[config.mk]
export PLATFORM = sky130hd
export DESIGN_NAME = sclk_source_select
export DESIGN_NICKNAME = d
export VERILOG_FILES = /design/src/rtl/sclk_pkg.sv /design/src/rtl/sclk_source_select.sv
export SDC_FILE = /design/constraint.sdc
export NUM_CORES = 1
export LEC_CHECK = 0
export ABC_AREA = 0
export BUFFER_PORTS_ARGS = -buffer_cell sky130_fd_sc_hd__buf_4
export CAP_MARGIN = 30
export CORE_MARGIN = 3
export CORE_UTILIZATION = 47
export CTS_BUF_LIST = sky130_fd_sc_hd__clkbuf_8
export CTS_CLUSTER_DIAMETER = 80
export DETAILED_ROUTE_END_ITERATION = 6
export PLACE_DENSITY_LB_ADDON = 0.15
export SETUP_SLACK_MARGIN = 0.05
export SYNTH_ARGS = -nofsm -noshare
export SYNTH_HDL_FRONTEND = slang
export SYNTH_SLANG_ARGS = --single-unit
export TNS_END_PERCENT = 10
[constraint.sdc]
create_clock -name pclk -period 2.15 [get_ports pclk]
set_clock_uncertainty 0.2 [all_clocks]
set_input_delay 0.1075 -clock pclk [delete_from_list [all_inputs] [get_ports pclk]]
set_output_delay 0.1075 -clock pclk [all_outputs]
set_load 0.01 [all_outputs]
[src/rtl/sclk_pkg.sv]
// sclk_pkg: constants for the system clock source select and pll output divider
// assumes an apb slave with 32-bit data and byte addresses of four times the register index
`default_nettype none
package sclk_pkg;
  // ==========================================================
  // register map
  localparam logic [15:0] SCLK_IDX_SRC_CFG = 16'h1c1f;
  localparam logic [15:0] SCLK_IDX_DIV_CTL = 16'h1c23;
  localparam logic [31:0] SCLK_ADDR_SRC_CFG = {14'h0000, SCLK_IDX_SRC_CFG, 2'h0};
  localparam logic [31:0] SCLK_ADDR_DIV_CTL = {14'h0000, SCLK_IDX_DIV_CTL, 2'h0};
  // ==========================================================
  // clock_source_config fields
  localparam int SCLK_MODE_SEL_BIT  = 0;
  localparam int SCLK_STRAP_BIT     = 2;
  localparam int SCLK_STATUS_LSB    = 4;
  // ==========================================================
  // pll_output_divider_ctrl fields
  localparam int SCLK_RATIO_LSB     = 0;
  localparam int SCLK_DIV_EN_BIT    = 9;
  // ==========================================================
  // reset values
  localparam logic       SCLK_RST_MODE_SEL = 1'b0;
  localparam logic       SCLK_RST_DIV_EN   = 1'b0;
  localparam logic [7:0] SCLK_RST_RATIO    = 8'h00;
  // ==========================================================
  // source status codes: bit 1 is the strap, bit 0 is pll mode
  localparam logic [1:0] SCLK_ST_BYP_RTC = 2'h0;
  localparam logic [1:0] SCLK_ST_PLL_RTC = 2'h1;
  localparam logic [1:0] SCLK_ST_BYP_EXT = 2'h2;
  localparam logic [1:0] SCLK_ST_PLL_EXT = 2'h3;
  // ==========================================================
  // mode of the system clock
  typedef enum logic {
    SCLK_BYPASS = 1'b0,
    SCLK_PLL    = 1'b1
  } sclk_mode_e;
endpackage
`default_nettype wire

[src/rtl/sclk_source_select.sv]
// sclk_source_select: system clock mode switch, pll output divider, apb registers
// assumes clock sources and strap arrive as pins sampled on pclk; system clock is a tick stream
//
// Overview of operation
// divider enable 1 divides, 0 bypasses divider
// pll output divided by ratio plus one
// read-only status shows actual clock source
// status codes: 0 rtc, 1 pll-rtc, 2 ext, 3 pll-ext
// refuse pll mode while pll powered down
// software never powers down pll in pll mode
// strap status bit follows input select pin
// select bit: 0 bypass, 1 requests pll
// bypass uses strap-chosen input; pll uses generator
// software writes zero to reserved bits 3, 1
// power-down 1 means pll off; gates switch
// status changes only after source changed
//
// The APB interface to the registers was left to the implementer.
`timescale 1ns/100ps
`default_nettype none
module sclk_source_select
  import sclk_pkg::*;
(
  input  wire logic        pclk,
  input  wire logic        presetn,
  input  wire logic        psel,
  input  wire logic        penable,
  input  wire logic        pwrite,
  input  wire logic [31:0] paddr,
  input  wire logic [31:0] pwdata,
  output logic      [31:0] prdata,
  output logic             pready,
  output logic             pslverr,
  input  wire logic        rtc_osc_in,
  input  wire logic        external_clock_input,
  input  wire logic        pll_clk_in,
  input  wire logic        input_select_strap,
  input  wire logic        pll_power_down,
  output logic             system_clock_tick,
  output logic [1:0]       sys_clk_source_status
);
  // ==========================================================
  // pin synchronisers: stage 1 feeds stage 2 only
  logic [3:0] meta_q;
  logic [3:0] sync_q;
  logic [3:0] last_q;
  always_ff @(posedge pclk or negedge presetn) begin
    if (!presetn) begin
      meta_q <= 4'h0;
      sync_q <= 4'h0;
      last_q <= 4'h0;
    end else begin
      meta_q <= {input_select_strap, pll_clk_in, external_clock_input, rtc_osc_in};
      sync_q <= meta_q;
      last_q <= sync_q;
    end
  end

  logic rtc_rise;
  logic ext_rise;
  logic pll_rise;
  logic strap_s;
  assign rtc_rise = sync_q[0] & ~last_q[0];
  assign ext_rise = sync_q[1] & ~last_q[1];
  assign pll_rise = sync_q[2] & ~last_q[2];
  assign strap_s  = sync_q[3];

  // ==========================================================
  // apb register access
  logic       wr_en;
  logic       hit_cfg;
  logic       hit_div;
  logic       mode_req_q;
  logic       mode_req_d;
  logic       div_en_q;
  logic       div_en_d;
  logic [7:0] ratio_q;
  logic [7:0] ratio_d;

  assign hit_cfg = (paddr == SCLK_ADDR_SRC_CFG);
  assign hit_div = (paddr == SCLK_ADDR_DIV_CTL);
  assign wr_en   = psel & penable & pwrite;
  // zero wait states; an unmapped address answers with an error
  assign pready  = 1'b1;
  assign pslverr = psel & penable & ~(hit_cfg | hit_div);

  always_comb begin
    mode_req_d = mode_req_q;
    div_en_d   = div_en_q;
    ratio_d    = ratio_q;
    if (wr_en && hit_cfg) begin
      // only the select bit is stored; reserved positions are dropped
      mode_req_d = pwdata[SCLK_MODE_SEL_BIT];
    end
    if (wr_en && hit_div) begin
      div_en_d = pwdata[SCLK_DIV_EN_BIT];
      ratio_d  = pwdata[SCLK_RATIO_LSB +: 8];
    end
  end

  always_ff @(posedge pclk or negedge presetn) begin
    if (!presetn) begin
      mode_req_q <= SCLK_RST_MODE_SEL;
      div_en_q   <= SCLK_RST_DIV_EN;
      ratio_q    <= SCLK_RST_RATIO;
    end else begin
      mode_req_q <= mode_req_d;
      div_en_q   <= div_en_d;
      ratio_q    <= ratio_d;
    end
  end

  // ==========================================================
  // mode switch with power-down interlock
  sclk_mode_e mode_q;
  sclk_mode_e mode_d;
  always_comb begin
    mode_d = mode_q;
    unique case (mode_q)
      SCLK_BYPASS: begin
        // a powered-down pll would leave the system without a clock
        if (mode_req_q && !pll_power_down) begin
          mode_d = SCLK_PLL;
        end
      end
      SCLK_PLL: begin
        // no guard against power-down here: software must avoid it
        if (!mode_req_q) begin
          mode_d = SCLK_BYPASS;
        end
      end
    endcase
  end

  // ==========================================================
  // output divider and source multiplexer
  logic [7:0] div_cnt_q;
  logic [7:0] div_cnt_d;
  logic       div_tick;
  logic       src_tick;
  logic       tick_q;
  logic       tick_d;
  logic [1:0] status_q;
  logic [1:0] status_d;

  always_comb begin
    div_cnt_d = div_cnt_q;
    div_tick  = 1'b0;
    if (pll_rise) begin
      if (!div_en_q) begin
        div_tick  = 1'b1;
        div_cnt_d = 8'h00;
      end else if (div_cnt_q >= ratio_q) begin
        // a ratio lowered mid-count ends the period at once instead of wrapping
        div_tick  = 1'b1;
        div_cnt_d = 8'h00;
      end else begin
        div_cnt_d = div_cnt_q + 8'h01;
      end
    end
  end

  always_comb begin
    if (mode_q == SCLK_PLL) begin
      src_tick = div_tick;
    end else begin
      src_tick = strap_s ? ext_rise : rtc_rise;
    end
    tick_d   = src_tick;
    // status is taken from the mode in force, not from the request
    status_d = {strap_s, mode_q == SCLK_PLL};
  end

  always_ff @(posedge pclk or negedge presetn) begin
    if (!presetn) begin
      mode_q    <= SCLK_BYPASS;
      div_cnt_q <= 8'h00;
      tick_q    <= 1'b0;
      status_q  <= SCLK_ST_BYP_RTC;
    end else begin
      mode_q    <= mode_d;
      div_cnt_q <= div_cnt_d;
      tick_q    <= tick_d;
      status_q  <= status_d;
    end
  end

  assign system_clock_tick     = tick_q;
  assign sys_clk_source_status = status_q;

  // ==========================================================
  // read data, registered on the setup cycle
  logic [31:0] rdata_q;
  logic [31:0] rdata_d;
  always_comb begin
    rdata_d = rdata_q;
    if (psel && !penable && !pwrite) begin
      rdata_d = 32'h0000_0000;
      if (hit_cfg) begin
        rdata_d[SCLK_MODE_SEL_BIT]        = mode_req_q;
        rdata_d[SCLK_STRAP_BIT]           = strap_s;
        rdata_d[SCLK_STATUS_LSB +: 2]     = status_q;
      end else if (hit_div) begin
        rdata_d[SCLK_DIV_EN_BIT]          = div_en_q;
        rdata_d[SCLK_RATIO_LSB +: 8]      = ratio_q;
      end
    end
  end

  always_ff @(posedge pclk or negedge presetn) begin
    if (!presetn) begin
      rdata_q <= 32'h0000_0000;
    end else begin
      rdata_q <= rdata_d;
    end
  end
  assign prdata = rdata_q;

  // ==========================================================
  // checks
  chk_refuse_pll_down: assert property (@(posedge pclk) disable iff (!presetn)
    (mode_q == SCLK_BYPASS && pll_power_down) |=> (mode_q == SCLK_BYPASS))
    else $error("pll mode entered while pll powered down");

  chk_grant_pll_mode: assert property (@(posedge pclk) disable iff (!presetn)
    (mode_q == SCLK_BYPASS && mode_req_q && !pll_power_down) |=> (mode_q == SCLK_PLL))
    else $error("pll mode request not granted");

  chk_bypass_request: assert property (@(posedge pclk) disable iff (!presetn)
    (!mode_req_q) |=> (mode_q == SCLK_BYPASS) ##1 (status_q[0] == 1'b0))
    else $error("bypass request not honoured");

  chk_status_follows: assert property (@(posedge pclk) disable iff (!presetn)
    $rose(mode_q == SCLK_PLL) |-> (status_q[0] == 1'b0) ##1 (status_q[0] == 1'b1))
    else $error("status changed before the source");

  chk_status_strap: assert property (@(posedge pclk) disable iff (!presetn)
    1'b1 |=> (status_q == {$past(strap_s), $past(mode_q == SCLK_PLL)}))
    else $error("status code does not match source");

  chk_strap_readback: assert property (@(posedge pclk) disable iff (!presetn)
    (psel && !penable && !pwrite && hit_cfg) |=> (prdata[SCLK_STRAP_BIT] == $past(strap_s)))
    else $error("strap status bit wrong");

  chk_div_ratio_tick: assert property (@(posedge pclk) disable iff (!presetn)
    (mode_q == SCLK_PLL && pll_rise && div_en_q && div_cnt_q < ratio_q) |=> !system_clock_tick)
    else $error("divider ticked before its ratio");

  chk_div_bypassed: assert property (@(posedge pclk) disable iff (!presetn)
    (mode_q == SCLK_PLL && pll_rise && !div_en_q) |=> system_clock_tick)
    else $error("undivided pll edge lost");

  chk_bypass_source: assert property (@(posedge pclk) disable iff (!presetn)
    (mode_q == SCLK_BYPASS && !(strap_s ? ext_rise : rtc_rise)) |=> !system_clock_tick)
    else $error("bypass tick from wrong source");

  chk_ext_bypass_tick: assert property (@(posedge pclk) disable iff (!presetn)
    (mode_q == SCLK_BYPASS && strap_s && ext_rise) |=> system_clock_tick)
    else $error("external input edge lost in bypass");

  chk_rtc_bypass_tick: assert property (@(posedge pclk) disable iff (!presetn)
    (mode_q == SCLK_BYPASS && !strap_s && rtc_rise) |=> system_clock_tick)
    else $error("rtc edge lost in bypass");

  chk_div_full_count: assert property (@(posedge pclk) disable iff (!presetn)
    (mode_q == SCLK_PLL && pll_rise && div_en_q && div_cnt_q >= ratio_q) |=> system_clock_tick)
    else $error("divider missed its ratio edge");

  chk_status_refused: assert property (@(posedge pclk) disable iff (!presetn)
    (mode_q == SCLK_BYPASS && pll_power_down) |-> ##2 (status_q[0] == 1'b0))
    else $error("status left bypass while pll powered down");

  chk_pll_kept: assert property (@(posedge pclk) disable iff (!presetn)
    (mode_q == SCLK_PLL && mode_req_q) |=> (mode_q == SCLK_PLL))
    else $error("pll mode left without a bypass request");

  chk_cfg_write_lands: assert property (@(posedge pclk) disable iff (!presetn)
    (psel && penable && pwrite && hit_cfg) |=> (mode_req_q == $past(pwdata[SCLK_MODE_SEL_BIT])))
    else $error("mode select write lost");

  chk_div_write_lands: assert property (@(posedge pclk) disable iff (!presetn)
    (psel && penable && pwrite && hit_div) |=>
      (ratio_q == $past(pwdata[SCLK_RATIO_LSB +: 8]) && div_en_q == $past(pwdata[SCLK_DIV_EN_BIT])))
    else $error("divider control write lost");

  chk_div_readback: assert property (@(posedge pclk) disable iff (!presetn)
    (psel && !penable && !pwrite && hit_div) |=>
      (prdata[SCLK_DIV_EN_BIT] == $past(div_en_q) && prdata[SCLK_RATIO_LSB +: 8] == $past(ratio_q)))
    else $error("divider control read back wrong");

  chk_status_readback: assert property (@(posedge pclk) disable iff (!presetn)
    (psel && !penable && !pwrite && hit_cfg) |=> (prdata[SCLK_STATUS_LSB +: 2] == $past(status_q)))
    else $error("source status read back wrong");

  chk_unmapped_read_zero: assert property (@(posedge pclk) disable iff (!presetn)
    (psel && !penable && !pwrite && !hit_cfg && !hit_div) |=> (prdata == 32'h0000_0000))
    else $error("unmapped read returned data");

  cov_pll_entered: cover property (@(posedge pclk) disable iff (!presetn)
    $rose(mode_q == SCLK_PLL));
  cov_pll_refused: cover property (@(posedge pclk) disable iff (!presetn)
    mode_req_q && pll_power_down && mode_q == SCLK_BYPASS);
  cov_divided_tick: cover property (@(posedge pclk) disable iff (!presetn)
    mode_q == SCLK_PLL && div_en_q && ratio_q != 8'h00 && div_tick);
  cov_ext_bypass: cover property (@(posedge pclk) disable iff (!presetn)
    status_q == SCLK_ST_BYP_EXT && system_clock_tick);
  cov_pll_left: cover property (@(posedge pclk) disable iff (!presetn)
    $fell(mode_q == SCLK_PLL));
endmodule
`default_nettype wire

---- Yosys cells after proc, flatten, opt, wreduce, memory -nomap -nowiden ----
Index checks and enable logic that the tools add are counted.
operators by class
  magnitude comparators ................... 1
  muxes and demuxes ....................... 19
  reduce and logical (&&, ||, !) cells .... 8
  add/sub/neg operators ................... 1
  bitwise logic cells ..................... 12
  equal/unequal tests ..................... 2
operators with widths
  cell                    number
  $eq A32 B15 Y1 const B  2
  $mux W8                 3
  $mux W1                 13
  $add A8 B1 Y8 const B   1
  $ge A8 B8 Y1            1
  $and A1 B1 Y1           6
  $logic_and A1 B1 Y1     5
  $not A1 Y1              5
  $mux W2                 2
  $logic_not A1 Y1        3
  $pmux W1 S2             1
  $or A1 B1 Y1            1
word-level totals
  input bits .............................. 74
  output and inout bits ................... 37
  word-level logic and storage cells ...... 54
  register bits after elaboration ......... 42

---- Logic depth before layout (Yosys ltp) ----
  depth in word-level cells ............... 5
  mapped depth ............................ 6
  mapped depth without buffers ............ 6

---- Worst setup path after synthesis ----
Ideal clock, no wire load.
  kind .................................... input-to-reg
  from .................................... input paddr[1]
  to ...................................... register div_en_q
  data arrival time ....................... 1.555 ns
  buffers on the path ..................... 0
  stages .................................. 4
  data required time ...................... 1.825 ns
  library setup time ...................... 0.125 ns
  slack ................................... 0.270 ns
  path through ............................ nor4b_1 nand4_1 nor4_4 mux2_2
between the ends
  word-level cells in the longest chain between the ends .. 2
RTL lines
  element                 line                       source
  start: declaration      sclk_source_select.sv:29   input wire logic [31:0] paddr,
  $eq A32 B15 Y1          sclk_source_select.sv:81   assign hit_div = (paddr == SCLK_ADDR_DIV_CTL);
  $logic_and A1 B1 Y1     sclk_source_select.sv:95   if (wr_en && hit_div) begin
  end signal: assignment  sclk_source_select.sv:108  div_en_q <= div_en_d;
  end: declaration        sclk_source_select.sv:75   logic div_en_q;
Every way passes these cells.
A chain may end at the register's enable or synchronous reset.

---- Worst setup path after layout ----
  from .................................... register div_cnt_q[3]
  to ...................................... register div_cnt_q[2]
between the ends
  word-level cells in the longest chain between the ends .. 3
RTL lines
  element                   line                       source
  start: declaration        sclk_source_select.sv:137  logic [7:0] div_cnt_q;
  start signal: assignment  sclk_source_select.sv:182  div_cnt_q <= div_cnt_d;
  $ge A8 B8 Y1              sclk_source_select.sv:153  end else if (div_cnt_q >= ratio_q) begin
  $mux W8                   sclk_source_select.sv:153
  $mux W8                   sclk_source_select.sv:150  if (!div_en_q) begin
Every way passes these cells.

==> out/qor.yml <==
critical_path:
  critPathArrivalTime_ns: 1.89
  crit_path_top_delay_cell: "dfrtp_1"
  cpPeakStageDelay_ns: 0.44
  crit_type: "reg -> reg"
  cp_max_fo: 6
  endpoint_kind: "flip-flop"
  cp_top_family: "compound AO/OA/AOI/OAI gates"
  cp_num_buf_inv: 0
  regToRegStartpoint: "div_cnt_q[3]$_DFFE_PN0P_"
  cp-start-kind: "flip-flop"
  reg2reg_slack_ns: 0.24
  path_depth: 5
  crit_start: "div_cnt_q[3]$_DFFE_PN0P_"
  r2r_end: "div_cnt_q[2]$_DFFE_PN0P_"
  r2r_cells: 5
  critPathCapture: "div_cnt_q[2]$_DFFE_PN0P_"
  crit_required_ns: 2.13
  crit_chain: "ha_1 -> o211ai_1 -> o21ai_1 -> a21oi_1 -> a221o_1"
clocking:
  htree_levels: 2
  clk_transition_reported_paths_ns: 0.08
  clock_sinks: 42
  cts_tree: "built"
  root_buffer: "clkbuf_8"
  cts-buffers-inserted: 5
  clk_latency_ns: 0.30
  cts_max_path_buffers: 2
  cts_setup_buffers: 0
drt:
  post_drt_via_cell_ratio: 5.22
  drt_pass1_iterations: 4
  drt_iter0_drc: 55
  antenna_left: 0
  vias: 1717
  wl_per_cell_microns: 14.2
  wl_mm: 4.68
  drcViolationCount: 0
floorplanning:
  die_area_sq_um: 5380
  start_util: 0.511
  dieHeight_microns: 73.3
  row_count: 23
  io_pins: 111
  die_x_microns: 73.3
  coreArea_sq_um: 4170
placed_design:
  gp_congestion: 0.791
  dp_slack_ns: 0.0522
  place_inst: 306
  dp_hpwl_mm: 3.35
  port-buffer-count: 63
yosys:
  ys_top_cells_by_count: "dfrtp_1 (42), buf_4 (24), nand2_1 (16)"
  synth_top_family_by_area: "simple AND/OR/NAND/NOR gates"
  post_synth_xor_area_fraction: 0.0164
  synth.most_common_cell: "dfrtp_1"
  synth_cells: 195
  yosys-top-cells-area: "dfrtp_1 (49%), buf_4 (8.5%), ha_1 (5.3%)"
  yosys_warnings: 0
  synth.largest_area_cell: "dfrtp_1"
  yosys.area.top_type_share: 0.493
  ys_async_sr_fraction: 1.00
  synth.avg_cell_area_sq_um: 10.9
  synth_fa_ha_area_frac: 0.0528
  synth-edff-count: 0
  synthSimpleGateAreaFrac: 0.178
  synth_compound_area_frac: 0.0904
  synth_top_flop_cell: "dfrtp_1"
  syn_area_sq_um: 2130
  yosys.cell_types.count: 42
  ys_seq_area_frac: 0.493
  ys_seq_elements: 42
  synthMuxAreaShare: 0.0528
status:
  status: "complete, no violations"
global_route:
  first_global_vias: 1683
  grt_pass1_wl_mm: 7.58
  grt_max_degree: 43
  grt_overflow: 0
  track_usage: 0.184
  antenna_found_initial: 0
sta:
  max_freq_mhz: 524
  fin_crit_sh: 0.888
  hold_viol_final: 0
  setup-tns-final_ns: 0
  setup_viol: 0
  drv_slew: 0
  max_slew_margin: 0.651
  worst_slack_ns: 0.241
  grt_setup_unrepaired: "no"
  tightest_slew_ns: 0.524
  hold_ws_ns: 0.121
  period_minus_slack_ns: 1.91
pwr:
  finalPower_mw: 1.72
  power_density_nw_per_um2: 595
  cellLeakagePower_nw: 1.41
  vdd_drop_max_mv: 0.435
finish:
  fill_cells: 333
  syn_to_final_growth_pct: 35.3
  fin_nets: 361
  drive_above_1_share: 0.323
  finalNonFillerCells: 329
  antenna_cells: 0
min_path:
  worst_hold_path_type: "in -> reg"
  hp-start: "paddr[6]"
flow_run:
  maxCapViolCount: 0
==> layer usage <==
| layer | vias up | share of wire | track usage | wire (microns) |
|---|---|---|---|---|
| li1 | 820 | - | - | - |
| met1 | 825 | 0.42 | 0.229 | 1960 |
| met2 | 66 | 0.50 | 0.312 | 2350 |
| met3 | 6 | 0.066 | 0.0465 | 311 |
| met4 | 0 | 0.013 | 0.0584 | 59 |
| met5 | - | 0 | 0 | 0 |
==> repair_timing <==
item | 4_1_cts | 5_1_grt
endpoints found under the setup margin | 0 | 4
resized for setup | 0 | 1
hold buffers | 15 | 0
endpoints found under the hold margin | 57 | 0
==> logic make-up (layout without fill, tap and decap cells) <==
kind of cell	Yosys count	count (layout)
xor+xnor	4	4
compound gates	27	27
other cells	2	24
fa+ha+maj	9	9
flops	42	42
buf+inv	40	102
simple gates	61	61
mux	10	10
==> placed cells by master (no fill, tap or decap), types with 2 or more instances in the layout <==
cell type	instances
a211oi_1	3
a21oi_1	6
a221o_1	2
a22o_1	5
and3_1	2
buf_4	66
bufinv_16	2
clkbuf_8	5
conb_1	24
dfrtp_1	42
dlygate4sd3_1	15
ha_1	9
inv_1	12
mux2_2	10
nand2_1	16
nand3_1	7
nand4_1	10
nor2_1	2
nor2b_1	3
nor4_1	5
nor4b_1	3
o21ai_0	3
xor2_1	3
==> flip-flops by register name, indices dropped and copies added, names as in the netlist <==
register,cells
mode_req_q,1
div_en_q,1
last_q,3
mode_q,1
meta_q,4
ratio_q,8
prdata,9
sync_q,4
div_cnt_q,8
sys_clk_source_status,2
system_clock_tick,1
==> stage by stage <==
step           instance area, sq um   util
2_1_floorplan                  2210      -
3_3_place_gp                   2600  0.622
3_5_place_dp                   2600  0.622
4_1_cts                        2880  0.691
5_1_grt                        2880  0.691
6_report                       2880  0.691
==> where the power goes <==
group,switching (mW),internal (mW),leakage (nW)
Combinational,0.0673,0.0885,0.784
Clock,0.288,0.465,0.0683
Sequential,0.00551,0.802,0.558
Total,0.360,1.36,1.41
==> worst min path at each step <==
stage / to / slack (ns) / cells past startpoint
2_1_floorplan: div_cnt_q[0]$_DFFE_PN0P_ / -0.39 / 0
3_3_place_gp: prdata[7]$_DFFE_PN0P_ / -0.08 / 1
3_5_place_dp: prdata[7]$_DFFE_PN0P_ / -0.08 / 1
4_1_cts: prdata[4]$_DFFE_PN0P_ / 0.12 / 5
5_1_grt: prdata[0]$_DFFE_PN0P_ / 0.15 / 5
6_report: prdata[4]$_DFFE_PN0P_ / 0.12 / 5
==> area by class of cell <==
type / count / area (sq um) / share of cell area
clock buffers: 5 / 68.8 / 0.0239
clock inverters: 3 / 68.8 / 0.0239
inverters: 12 / 45.0 / 0.0156
multi-input cells: 135 / 922 / 0.320
flip-flops and latches: 42 / 1050 / 0.364
well taps: 50 / 62.6 / 0.0217
repair buffers: 82 / 666 / 0.231
==> worst min-delay path, delay by kind of cell <==
family        cells  cell delay [ns]
simple gates      4             0.38
buf+inv           1             0.08
No activity file was read; power rests on OpenSTA's default activity.
